**config.mk**
```make
export PLATFORM = sky130hd
export DESIGN_NAME = scbg_gate
export DESIGN_NICKNAME = d
export VERILOG_FILES = /design/src/logic/scbg_pkg.sv /design/src/logic/scbg_attr_if.sv /design/src/logic/scbg_attr_classify.sv /design/src/logic/scbg_gate.sv
export VERILOG_INCLUDE_DIRS = /design/src /design/src/logic
export SDC_FILE = /design/constraint.sdc
export NUM_CORES = 1
export LEC_CHECK = 0
export BUFFER_PORTS_ARGS = -buffer_cell sky130_fd_sc_hd__buf_4
export CAP_MARGIN = 0
export CORE_MARGIN = 1
export CORE_UTILIZATION = 42
export CTS_BUF_LIST = sky130_fd_sc_hd__clkbuf_2
export DETAILED_ROUTE_END_ITERATION = 8
export HOLD_SLACK_MARGIN = 0.06
export PLACE_DENSITY = 0.79
export SYNTH_ARGS = -nofsm -noshare
export SYNTH_HDL_FRONTEND = slang
export SYNTH_SLANG_ARGS = --single-unit
```
**constraint.sdc**
```tcl
create_clock -name clk -period 1.8 [get_ports clk]
set_clock_uncertainty 0.2 [all_clocks]
set_input_delay 0.54 -clock clk [delete_from_list [all_inputs] [get_ports clk]]
set_output_delay 0.54 -clock clk [all_outputs]
set_load 0.05 [all_outputs]
```
**src/logic/scbg_defines.svh**
```systemverilog
/*
 * Constants of the coherency and maintenance broadcast gate.
 * Assumes inclusion by the package and the design modules only.
 */
`ifndef SCBG_DEFINES_SVH
`define SCBG_DEFINES_SVH

// ------------------------------------------------------------------
// Field widths and peer count
// ------------------------------------------------------------------
`define SCBG_CODE_W 4
`define SCBG_ARG_W 32
`define SCBG_N_PEERS 3

// ------------------------------------------------------------------
// Reset values
// ------------------------------------------------------------------
`define SCBG_RST_FLAG 1'b0
`define SCBG_RST_CODE 4'h0
`define SCBG_RST_ARG 32'h0000_0000

`endif

```
**src/logic/scbg_pkg.sv**
```systemverilog
/*
 * Types shared by the coherency gate modules.
 * Assumes scbg_defines.svh is on the include path.
 */
`include "scbg_defines.svh"

package scbg_pkg;

  typedef enum logic [1:0] {
    SCBG_MEM_NORMAL,
    SCBG_MEM_DEVICE,
    SCBG_MEM_STRONG
  } scbg_mem_type_t;

  typedef enum logic {
    SCBG_MAINT_TLB,
    SCBG_MAINT_CACHE
  } scbg_maint_kind_t;

  typedef struct packed {
    scbg_maint_kind_t kind;
    logic [`SCBG_CODE_W-1:0] code;
    logic [`SCBG_ARG_W-1:0] arg;
  } scbg_maint_t;

endpackage

```
**src/logic/scbg_attr_if.sv**
```systemverilog
/*
 * Carrier between the gate top and its attribute classifier.
 * Assumes both ends run combinationally on the same cycle.
 */
interface scbg_attr_if;
  import scbg_pkg::*;

  scbg_mem_type_t mem_type;
  logic shareable;
  logic write_back;
  logic cacheable_attr;
  logic coherent_mode;
  logic coherent;
  logic cacheable;

  modport requester (
    output mem_type,
    output shareable,
    output write_back,
    output cacheable_attr,
    output coherent_mode,
    input coherent,
    input cacheable
  );

  modport classifier (
    input mem_type,
    input shareable,
    input write_back,
    input cacheable_attr,
    input coherent_mode,
    output coherent,
    output cacheable
  );
endinterface

```
**src/logic/scbg_attr_classify.sv**
```systemverilog
/*
 * Decides coherency and cacheability of one access from its attributes.
 * Assumes attributes arrive already decoded from the translation walk.
 */
module scbg_attr_classify (
  scbg_attr_if.classifier a
);
  import scbg_pkg::*;

  logic wb_normal;

  always_comb begin
    wb_normal = (a.mem_type == SCBG_MEM_NORMAL) && a.write_back;
    // Snooping only for write-back shareable normal in coherent mode
    a.coherent = a.coherent_mode && wb_normal && a.shareable;
    // Shareable but not write-back normal falls back to uncached
    a.cacheable = (a.mem_type == SCBG_MEM_NORMAL) && a.cacheable_attr
                  && !(a.shareable && !wb_normal);
  end
endmodule

```
**src/logic/scbg_gate.sv**
```systemverilog
/*
 * Per-core gate deciding coherency participation and the flow of
 * cache and TLB maintenance operations to and from peer cores.
 * Assumes peers, the core pipeline and the local maintenance engine all
 * run on clk; the auxiliary control bits are levels from core logic.
 */
// Functional notes
// - L1 data coherency applies only while this core's coherent mode enable is set.
// - Only write-back, shareable, normal accesses are kept coherent.
// - Shareable memory that is not write-back normal is treated as non-cacheable.
// - Broadcastable maintenance goes to peers only when both enable bits are 1.
// - Peer maintenance is executed only while coherent mode is 1; otherwise it is accepted and dropped.
// - TLB and cache operations are both broadcast, only among coherent-mode cores.
// - Coherency follows a weakly ordered model, not a sequentially consistent one.
`include "scbg_defines.svh"
module scbg_gate #(
  parameter int N_PEERS = `SCBG_N_PEERS
) (
  input wire logic clk,
  input wire logic resetn,
  input wire logic coherent_mode_enable,
  input wire logic maint_broadcast_enable,
  input wire logic acc_valid,
  input wire scbg_pkg::scbg_mem_type_t acc_mem_type,
  input wire logic acc_shareable,
  input wire logic acc_write_back,
  input wire logic acc_cacheable,
  output logic res_valid,
  output logic res_coherent,
  output logic res_cacheable,
  input wire logic own_valid,
  output logic own_ready,
  input wire logic own_broadcastable,
  input wire scbg_pkg::scbg_maint_t own_op,
  output logic bc_valid,
  input wire logic bc_ready,
  output scbg_pkg::scbg_maint_t bc_op,
  input wire logic [N_PEERS-1:0] peer_valid,
  output logic [N_PEERS-1:0] peer_ready,
  input wire scbg_pkg::scbg_maint_t peer_op [N_PEERS],
  output logic exec_valid,
  input wire logic exec_ready,
  output scbg_pkg::scbg_maint_t exec_op,
  output logic exec_from_peer
);
  import scbg_pkg::*;

  // ------------------------------------------------------------------
  // Access classification
  // ------------------------------------------------------------------
  scbg_attr_if attr ();

  assign attr.mem_type = acc_mem_type;
  assign attr.shareable = acc_shareable;
  assign attr.write_back = acc_write_back;
  assign attr.cacheable_attr = acc_cacheable;
  assign attr.coherent_mode = coherent_mode_enable;

  scbg_attr_classify u_classify (
    .a (attr.classifier)
  );

  logic res_valid_reg, res_valid_next;
  logic res_coherent_reg, res_coherent_next;
  logic res_cacheable_reg, res_cacheable_next;

  always_comb begin
    res_valid_next = acc_valid;
    res_coherent_next = res_coherent_reg;
    res_cacheable_next = res_cacheable_reg;
    if (acc_valid) begin
      res_coherent_next = attr.coherent;
      res_cacheable_next = attr.cacheable;
    end
  end

  always_ff @(posedge clk) begin
    if (!resetn) begin
      res_valid_reg <= `SCBG_RST_FLAG;
      res_coherent_reg <= `SCBG_RST_FLAG;
      res_cacheable_reg <= `SCBG_RST_FLAG;
    end else begin
      res_valid_reg <= res_valid_next;
      res_coherent_reg <= res_coherent_next;
      res_cacheable_reg <= res_cacheable_next;
    end
  end

  assign res_valid = res_valid_reg;
  assign res_coherent = res_coherent_reg;
  assign res_cacheable = res_cacheable_reg;

  // ------------------------------------------------------------------
  // Peer request selection
  // ------------------------------------------------------------------
  // Fixed priority, lowest index first; peers are expected to hold
  // their request, so a low index can starve a high one under load.
  logic [N_PEERS-1:0] peer_first;
  logic [N_PEERS:0] peer_seen;
  logic exec_valid_reg, exec_valid_next;
  logic bc_valid_reg, bc_valid_next;
  logic exec_free;

  assign peer_seen[0] = 1'b0;

  genvar gi;
  generate
    for (gi = 0; gi < N_PEERS; gi++) begin : g_peer
      assign peer_first[gi] = peer_valid[gi] && !peer_seen[gi];
      assign peer_seen[gi+1] = peer_seen[gi] || peer_valid[gi];
      // Out of coherent mode peer traffic is consumed and discarded,
      // so a peer never stalls on a core that has left the domain.
      assign peer_ready[gi] = coherent_mode_enable ? (peer_first[gi] && exec_free)
                              : 1'b1;
    end
  endgenerate

  logic peer_any;
  scbg_maint_t peer_sel_op;

  assign peer_any = peer_seen[N_PEERS];

  always_comb begin
    peer_sel_op = peer_op[0];
    for (int i = N_PEERS - 1; i >= 0; i--) begin
      if (peer_first[i]) begin
        peer_sel_op = peer_op[i];
      end
    end
  end

  // ------------------------------------------------------------------
  // Maintenance flow control
  // ------------------------------------------------------------------
  logic bc_free;
  logic bcast_en;
  logic own_bcast;
  logic peer_take;
  logic own_take;

  assign exec_free = !exec_valid_reg || exec_ready;
  assign bc_free = !bc_valid_reg || bc_ready;
  assign bcast_en = coherent_mode_enable && maint_broadcast_enable;
  assign own_bcast = own_broadcastable && bcast_en;
  assign peer_take = peer_any && coherent_mode_enable && exec_free;

  // Own request waits for the broadcast slot only when it will use it,
  // so a non-broadcast op is never held up by slow peers.
  assign own_ready = exec_free && !(peer_any && coherent_mode_enable)
                     && (!own_bcast || bc_free);
  assign own_take = own_valid && own_ready;

  // ------------------------------------------------------------------
  // Local execution slot
  // ------------------------------------------------------------------
  logic exec_from_peer_reg, exec_from_peer_next;
  scbg_maint_t exec_op_reg, exec_op_next;

  always_comb begin
    exec_valid_next = exec_valid_reg;
    exec_from_peer_next = exec_from_peer_reg;
    exec_op_next = exec_op_reg;
    if (exec_valid_reg && exec_ready) begin
      exec_valid_next = 1'b0;
    end
    if (peer_take) begin
      exec_valid_next = 1'b1;
      exec_from_peer_next = 1'b1;
      exec_op_next = peer_sel_op;
    end else if (own_take) begin
      // Always done locally, broadcast or not
      exec_valid_next = 1'b1;
      exec_from_peer_next = 1'b0;
      exec_op_next = own_op;
    end
  end

  always_ff @(posedge clk) begin
    if (!resetn) begin
      exec_valid_reg <= `SCBG_RST_FLAG;
      exec_from_peer_reg <= `SCBG_RST_FLAG;
      exec_op_reg <= '{SCBG_MAINT_TLB, `SCBG_RST_CODE, `SCBG_RST_ARG};
    end else begin
      exec_valid_reg <= exec_valid_next;
      exec_from_peer_reg <= exec_from_peer_next;
      exec_op_reg <= exec_op_next;
    end
  end

  assign exec_valid = exec_valid_reg;
  assign exec_from_peer = exec_from_peer_reg;
  assign exec_op = exec_op_reg;

  // ------------------------------------------------------------------
  // Broadcast slot
  // ------------------------------------------------------------------
  // Local execution and broadcast drain independently: no wait for
  // peer completion, matching weak ordering; software barriers order.
  scbg_maint_t bc_op_reg, bc_op_next;

  always_comb begin
    bc_valid_next = bc_valid_reg;
    bc_op_next = bc_op_reg;
    if (bc_valid_reg && bc_ready) begin
      bc_valid_next = 1'b0;
    end
    if (own_take && own_bcast) begin
      bc_valid_next = 1'b1;
      bc_op_next = own_op;
    end
  end

  always_ff @(posedge clk) begin
    if (!resetn) begin
      bc_valid_reg <= `SCBG_RST_FLAG;
      bc_op_reg <= '{SCBG_MAINT_TLB, `SCBG_RST_CODE, `SCBG_RST_ARG};
    end else begin
      bc_valid_reg <= bc_valid_next;
      bc_op_reg <= bc_op_next;
    end
  end

  assign bc_valid = bc_valid_reg;
  assign bc_op = bc_op_reg;

endmodule

```
==> flow_metrics.py, run 1 <==
metrics = {
    "run_status": {
        "status": "complete, but fails checks",
        "violations": "design-rule violations, negative setup slack",
    },
    "synthesis": {
        "synth_common_cells": "nand2_1 (152), dfxtp_1 (80), mux2i_1 (37), a22o_1 (36), nor3b_1 (36)",
        "synth_ff_type": "dfxtp_1",
        "async_flop_share_pct": 0,
        "synth-seq-cells": 80,
        "synth_cell_types": 42,
        "synth_warnings": 0,
        "syn-num-nets": 674,
        "synth_edf_count": 0,
        "synth_area_mm2": 0.004646,
        "yosysMostFrequentCell": "nand2_1",
        "synth_top_area_share_pct": 34.47,
        "netlist_instances": 509,
        "synth.avg_cell_area_um2": 9.127,
        "yosys.area.top_type": "dfxtp_1",
        "ys_seq_area_share_pct": 34.47,
        "synth.area.top_cells": "dfxtp_1 (34%), nand2_1 (12%), a2111oi_2 (9.4%)",
    },
    "cells_and_area": {
        "fillers": 682,
        "fin_nets": 976,
        "postLayoutCellArea_mm2": 0.008238,
        "diodes": 0,
        "syn_to_final_growth_pct": 77.32,
        "drive_above_1_share_pct": 55.39,
        "fin_cells": 956,
    },
    "routing": {
        "wirelength_mm": 18.09,
        "vias": 5515,
        "drt-pass1-iter-count": 7,
        "viasPerCell": 5.769,
        "routedWlPerCell_um": 18.92,
        "drt_first_iter_violations": 331,
        "antenna_left": 0,
        "drc": 2,
    },
    "worst_setup_path": {
        "start_kind": "register",
        "r2r-start": "bc_valid",
        "rr_endpoint": "exec_op[31]",
        "startpoint": "exec_valid",
        "worstRegToRegCells": 6,
        "end_kind": "primary output",
        "worstSetupPathType": "reg2out",
        "crit_fanout": 3,
        "cp_data_required_time_ns": 1.06,
        "cp_slowest_cell": "dfxtp_2",
        "r2r_slack_ns": 0.03,
        "slowest_delay_ns": 0.39,
        "crit_end": "peer_ready[2]",
        "crit_chain": "nor2b_4, o41ai_4, buf_6",
        "cp.arrival_ns": 1.45,
    },
    "floorplan": {
        "die_h_um": 107.2,
        "pin_count": 249,
        "die_area_mm2": 0.01149,
        "coreArea_mm2": 0.01079,
        "rows": 38,
        "die_x_um": 107.2,
        "start_util_pct": 43.04,
    },
    "clocking": {
        "clk_pin_slew_ns": 0.25,
        "clk_path_buf_depth": 2,
        "clock_latency_ns": 0.55,
        "cts_inserted_buffers": 9,
        "cts_max_level": 3,
        "cts_sinks": 80,
        "cts-root-buf": "clkbuf_2",
        "cts_tree": "done",
    },
    "grt": {
        "antenna_found_initial": 0,
        "grt_use_met2_pct": 54.84,
        "grt_max_degree": 43,
        "grt_usage_pct": 30.20,
        "grt_pass1_vias": 5624,
        "grt_busiest_layer": "met2",
        "grt_pass1_wl_mm": 27.16,
        "grtUsageMet1_pct": 32.68,
        "grt-ovfl-total": 0,
        "gr-usage-met3_pct": 5.836,
    },
    "pwr": {
        "leakagePower_nw": 3.401,
        "pwr_density_cell_mw_per_mm2": 583.7,
        "vdd_drop_max_uv": 393.8,
    },
    "placement": {
        "dp_cells": 883,
        "place.gp.congestion": 0.8377,
        "dpl_worst_slack_ns": -0.3419,
        "placed_cell_area_mm2": 0.006842,
        "io_buffers": 248,
        "dpl.hpwl_mm": 11.72,
    },
    "timing": {
        "grt_setup_unrepaired": "yes",
        "fmax_ghz": 0.4566,
        "fin_crit_sh_pct": 121.7,
        "finalSetupTns_ns": -2.700,
        "setup_ws_ns": -0.3900,
        "period_minus_slack_ns": 2.190,
        "finalSetupViolCount": 56,
        "slew_violations": 0,
        "tightest_slew_ns": 0.5807,
        "hold_viol": 0,
        "maxSlewHeadroom_pct": 61.28,
    },
    "flow_run": {
        "drv_cap": 0,
    },
    "min_path": {
        "hold_class": "in2reg",
    },
}
-- worst max-delay path: cells and delay by family (launching register included) --
family | cells | cell delay, ns
buffers and inverters | 1 | 0.20
DFF | 1 | 0.39
AOI/OAI and AO/OA | 1 | 0.22
and+or+nand+nor | 1 | 0.13
-- layout make-up --
type,instances,area (µm²),share of cell area [%]
Multi-Input combinational cell,374,2796,33.95
Timing Repair Buffer,343,3441,41.77
Inverter,3,11.26,0.1367
Sequential cell,80,1704,20.69
Clock inverter,6,60.06,0.7290
Clock buffer,10,50.05,0.6075
Tap cell,140,175.2,2.126
-- repair_timing --
action | in CTS | in global routing
gates cloned | 0 | 1
setup endpoints to repair | 84 | 140
pin swaps | 0 | 2
setup buffers | 13 | 4
gates resized for setup | 225 | 20
endpoints found under the hold margin | 75 | 0
hold buffers | 39 | 0
-- how the worst min path moves through the flow --
stage	slack [ns]	startpoint	cells past startpoint	to
2_1_floorplan	0.46	acc_valid	1	res_valid
4_1_cts	0.08	acc_mem_type[1]	4	res_cacheable
6_report	0.11	resetn	3	bc_op[2]
5_1_grt	0.07	resetn	3	bc_op[1]
3_3_place_gp	0.24	bc_op[11]	2	bc_op[11]
3_5_place_dp	0.25	bc_op[35]	2	bc_op[35]
-- per-layer routing --
metal	vias up	part of all wire (%)	wire length [µm]
li1	2492	-	-
met1	2630	37	6676
met2	325	52	9367
met3	68	7.4	1330
met4	0	4.0	716
met5	-	0	0
-- cells in the final DEF (no fill, tap or decap), types with 2 or more instances in the layout --
cell / count
mux2i_1: 37
nor2b_4: 2
dfxtp_2: 79
dlygate4sd3_1: 39
nand2_4: 4
a311oi_1: 34
a311oi_2: 2
o21ai_1: 2
buf_8: 73
a2111oi_4: 2
buf_12: 12
nor3b_1: 36
inv_1: 3
clkinv_2: 3
nor2_1: 5
nand2b_1: 3
a2111oi_0: 5
nand2b_4: 2
a31oi_1: 2
nor2_4: 2
a2111oi_2: 29
a21oi_1: 3
buf_6: 14
clkinvlp_4: 2
a22o_1: 36
clkbuf_2: 10
nand2_1: 149
buf_4: 204
-- report_power, final --
part	leakage (nW)	switching (mW)	internal, mW
logic	2.65	0.959	0.891
registers	0.687	0.0897	1.89
clock network	0.0677	0.659	0.318
-- cells by family (layout without fill, tap and decap cells) --
logic type / Yosys count / in the layout / share of synthesized area, %
mux: 38 / 38 / 8.214
buf+inv: 55 / 362 / 7.810
flops: 80 / 80 / 34.47
simple gates: 212 / 212 / 21.36
compound gates: 124 / 124 / 28.14
-- metrics by stage --
stage          hold WS (ns)  util, %  power [mW]
2_1_floorplan        0.4617        -       2.881
3_3_place_gp         0.2432    63.39       3.504
3_5_place_dp         0.2503    63.39       3.537
4_1_cts             0.07555    74.96       4.750
5_1_grt             0.07093    76.33       4.993
6_report             0.1131    76.33       4.808
No activity file was read; power rests on OpenSTA's default activity.
==> run 2: changes to the inputs <==
--- a/config.mk
+++ b/config.mk
@@ -16,4 +16,5 @@
 export PLACE_DENSITY = 0.79
 export SYNTH_ARGS = -nofsm -noshare
 export SYNTH_HDL_FRONTEND = slang
+export SYNTH_HIERARCHICAL = 1
 export SYNTH_SLANG_ARGS = --single-unit
==> flow_metrics.py, run 2 <==
metrics = {
    "timing": {
        "finalSetupViolCount": 94,
        "maxSlewHeadroom_pct": 75.91,
        "fin_crit_sh_pct": 130.2,
        "period_minus_slack_ns": 2.343,
        "setup_ws_ns": -0.5432,
        "tightest_slew_ns": 0.3592,
        "grt_setup_unrepaired": "yes",
        "hold_viol": 0,
        "hold_slack_ns": 0.1251,
        "fmax_ghz": 0.4268,
        "slew_violations": 0,
        "finalSetupTns_ns": -6.830,
    },
    "routing": {
        "wirelength_mm": 21.70,
        "antenna_left": 0,
        "drc": 0,
        "vias": 6029,
        "viasPerCell": 6.115,
        "routedWlPerCell_um": 22.00,
        "drt_first_iter_violations": 702,
        "drt-pass1-iter-count": 9,
    },
    "floorplan": {
        "die_x_um": 105.4,
        "start_util_pct": 43.34,
        "pin_count": 249,
        "rows": 37,
        "die_area_mm2": 0.01112,
        "die_h_um": 105.4,
        "coreArea_mm2": 0.01037,
    },
    "flow_run": {
        "drv_cap": 0,
    },
    "grt": {
        "gr-usage-met3_pct": 6.741,
        "grtUsageMet1_pct": 40.92,
        "grt_use_met2_pct": 58.98,
        "antenna_found_initial": 2,
        "grt_busiest_layer": "met2",
        "grt_pass1_wl_mm": 30.03,
        "grt_max_degree": 46,
        "grt-ovfl-total": 0,
        "grt_usage_pct": 34.57,
        "grt_pass1_vias": 5708,
    },
    "run_status": {
        "status": "complete, but fails checks",
        "violations": "negative setup slack",
    },
    "synthesis": {
        "ys_seq_area_share_pct": 35.63,
        "synth_area_mm2": 0.004494,
        "async_flop_share_pct": 0,
        "netlist_instances": 552,
        "yosys.area.top_type": "dfxtp_1",
        "syn-num-nets": 717,
        "synth.area.top_cells": "dfxtp_1 (36%), a22oi_1 (12%), nor3_1 (8.4%)",
        "synth_ff_type": "dfxtp_1",
        "synth_common_cells": "dfxtp_1 (80), nor3_1 (75), a22oi_1 (74), nor2b_1 (44), nand3_1 (40)",
        "synth_warnings": 6,
        "synth-seq-cells": 80,
        "synth_top_area_share_pct": 35.63,
        "synth.avg_cell_area_um2": 8.142,
        "synth_cell_types": 29,
        "yosysMostFrequentCell": "dfxtp_1",
        "synth_edf_count": 0,
    },
    "worst_setup_path": {
        "end_kind": "primary output",
        "crit_buf_inv": 2,
        "start_kind": "register",
        "crit_chain": "nor2b_4, buf_12, o41ai_4, buf_6",
        "slowest_delay_ns": 0.37,
        "crit_fanout": 2,
        "worstSetupPathType": "reg2out",
        "cp.arrival_ns": 1.60,
        "r2r_slack_ns": -0.08,
        "cp_data_required_time_ns": 1.06,
        "cp_slowest_cell": "dfxtp_2",
        "critical_path.top_delay_family": "flip-flops",
    },
    "clocking": {
        "clock_latency_ns": 0.54,
        "cts_tree": "done",
        "cts_sinks": 80,
        "cts-root-buf": "clkbuf_2",
        "clk_path_buf_depth": 2,
        "cts_max_level": 3,
        "cts_inserted_buffers": 9,
        "clk_pin_slew_ns": 0.23,
    },
    "cells_and_area": {
        "final_common_cell": "buf_4",
        "final_cell_mix": "buf_4 (194), dfxtp_2 (76), buf_8 (76), a22oi_1 (74), nor3_1 (54)",
        "fin_nets": 1007,
        "drive_above_1_share_pct": 53.96,
        "fin_cells": 986,
        "syn_to_final_growth_pct": 88.36,
    },
    "min_path": {
        "hold_class": "in2reg",
    },
    "pwr": {
        "pwr_density_cell_mw_per_mm2": 594.1,
        "power_mw": 5.029,
        "vdd_drop_max_uv": 615.1,
        "leakagePower_nw": 3.546,
    },
    "placement": {
        "dp_cells": 907,
        "place.gp.congestion": 0.9086,
        "dpl.hpwl_mm": 12.54,
        "io_buffers": 248,
        "dpl_worst_slack_ns": -0.5695,
    },
}
run 2: cell types whose count changed after synthesis, moves of 38 or more:
cell     delta
o21ai_0    +38
nor2b_1    +41
a22oi_1    +74
and3_1     +38
nand2_1   -148
nor3_1     +74
nand3_1    +40
run 2: cell families after synthesis:
| family | synth area share, % |
|---|---|
| simple gates | 26.31 |
| compound gates | 30.68 |
| flops | 35.63 |
| buf+inv | 6.932 |
| mux | 0.4455 |
run 2: final timing paths:
| path | start | to | cells after the start |
|---|---|---|---|
| max | exec_valid | peer_ready[2] | 4 |
| max reg2reg | exec_valid | exec_op[26] | 8 |
| min reg2reg | bc_op[27] | bc_op[27] | 2 |
| min | acc_mem_type[1] | res_coherent | 4 |
run 2: final cells by class:
type,instances,area [µm²]
inverter,1,3.754
timing repair buffer,343,3581
tap,136,170.2
antenna,3,7.507
multi-input combinational,407,2890
clock inverter,7,56.30
sequential,80,1712
fill,617,1904
clock buffer,9,45.04
run 2: tightest hold or removal path: stages:
cell     delay [ns]
buf_4          0.09
nor3_1         0.04
mux2i_1        0.13
nor2b_1        0.06
run 2: layer usage:
layer  vias up  wire, µm
li1       2656         -
met1      2849      8069
met2       423     10390
met3       101      2020
met4         0      1220
met5         -         0
run 2: what timing repair did:
item / CTS / global route
setup endpoints to repair: 103 / 126
pin swaps: 2 / 7
cloned: 0 / 8
hold endpoints to repair: 48 / 0
resized for setup: 229 / 69
hold buffers: 38 / 0
setup buffers: 6 / 8
run 2: stage by stage:
step                utilization [%]  instance area [µm²]
CTS                           76.57                 7940
floorplan                         -                 4607
finish                        81.64                 8466
detailed placement            65.08                 6749
global route                  81.61                 8463
global placement              65.08                 6749
run 2: power breakdown:
group          total (mW)  switching (mW)  internal [mW]
Sequential           2.00           0.103           1.90
Clock               0.931           0.733          0.198
Combinational        2.10            1.10           1.00
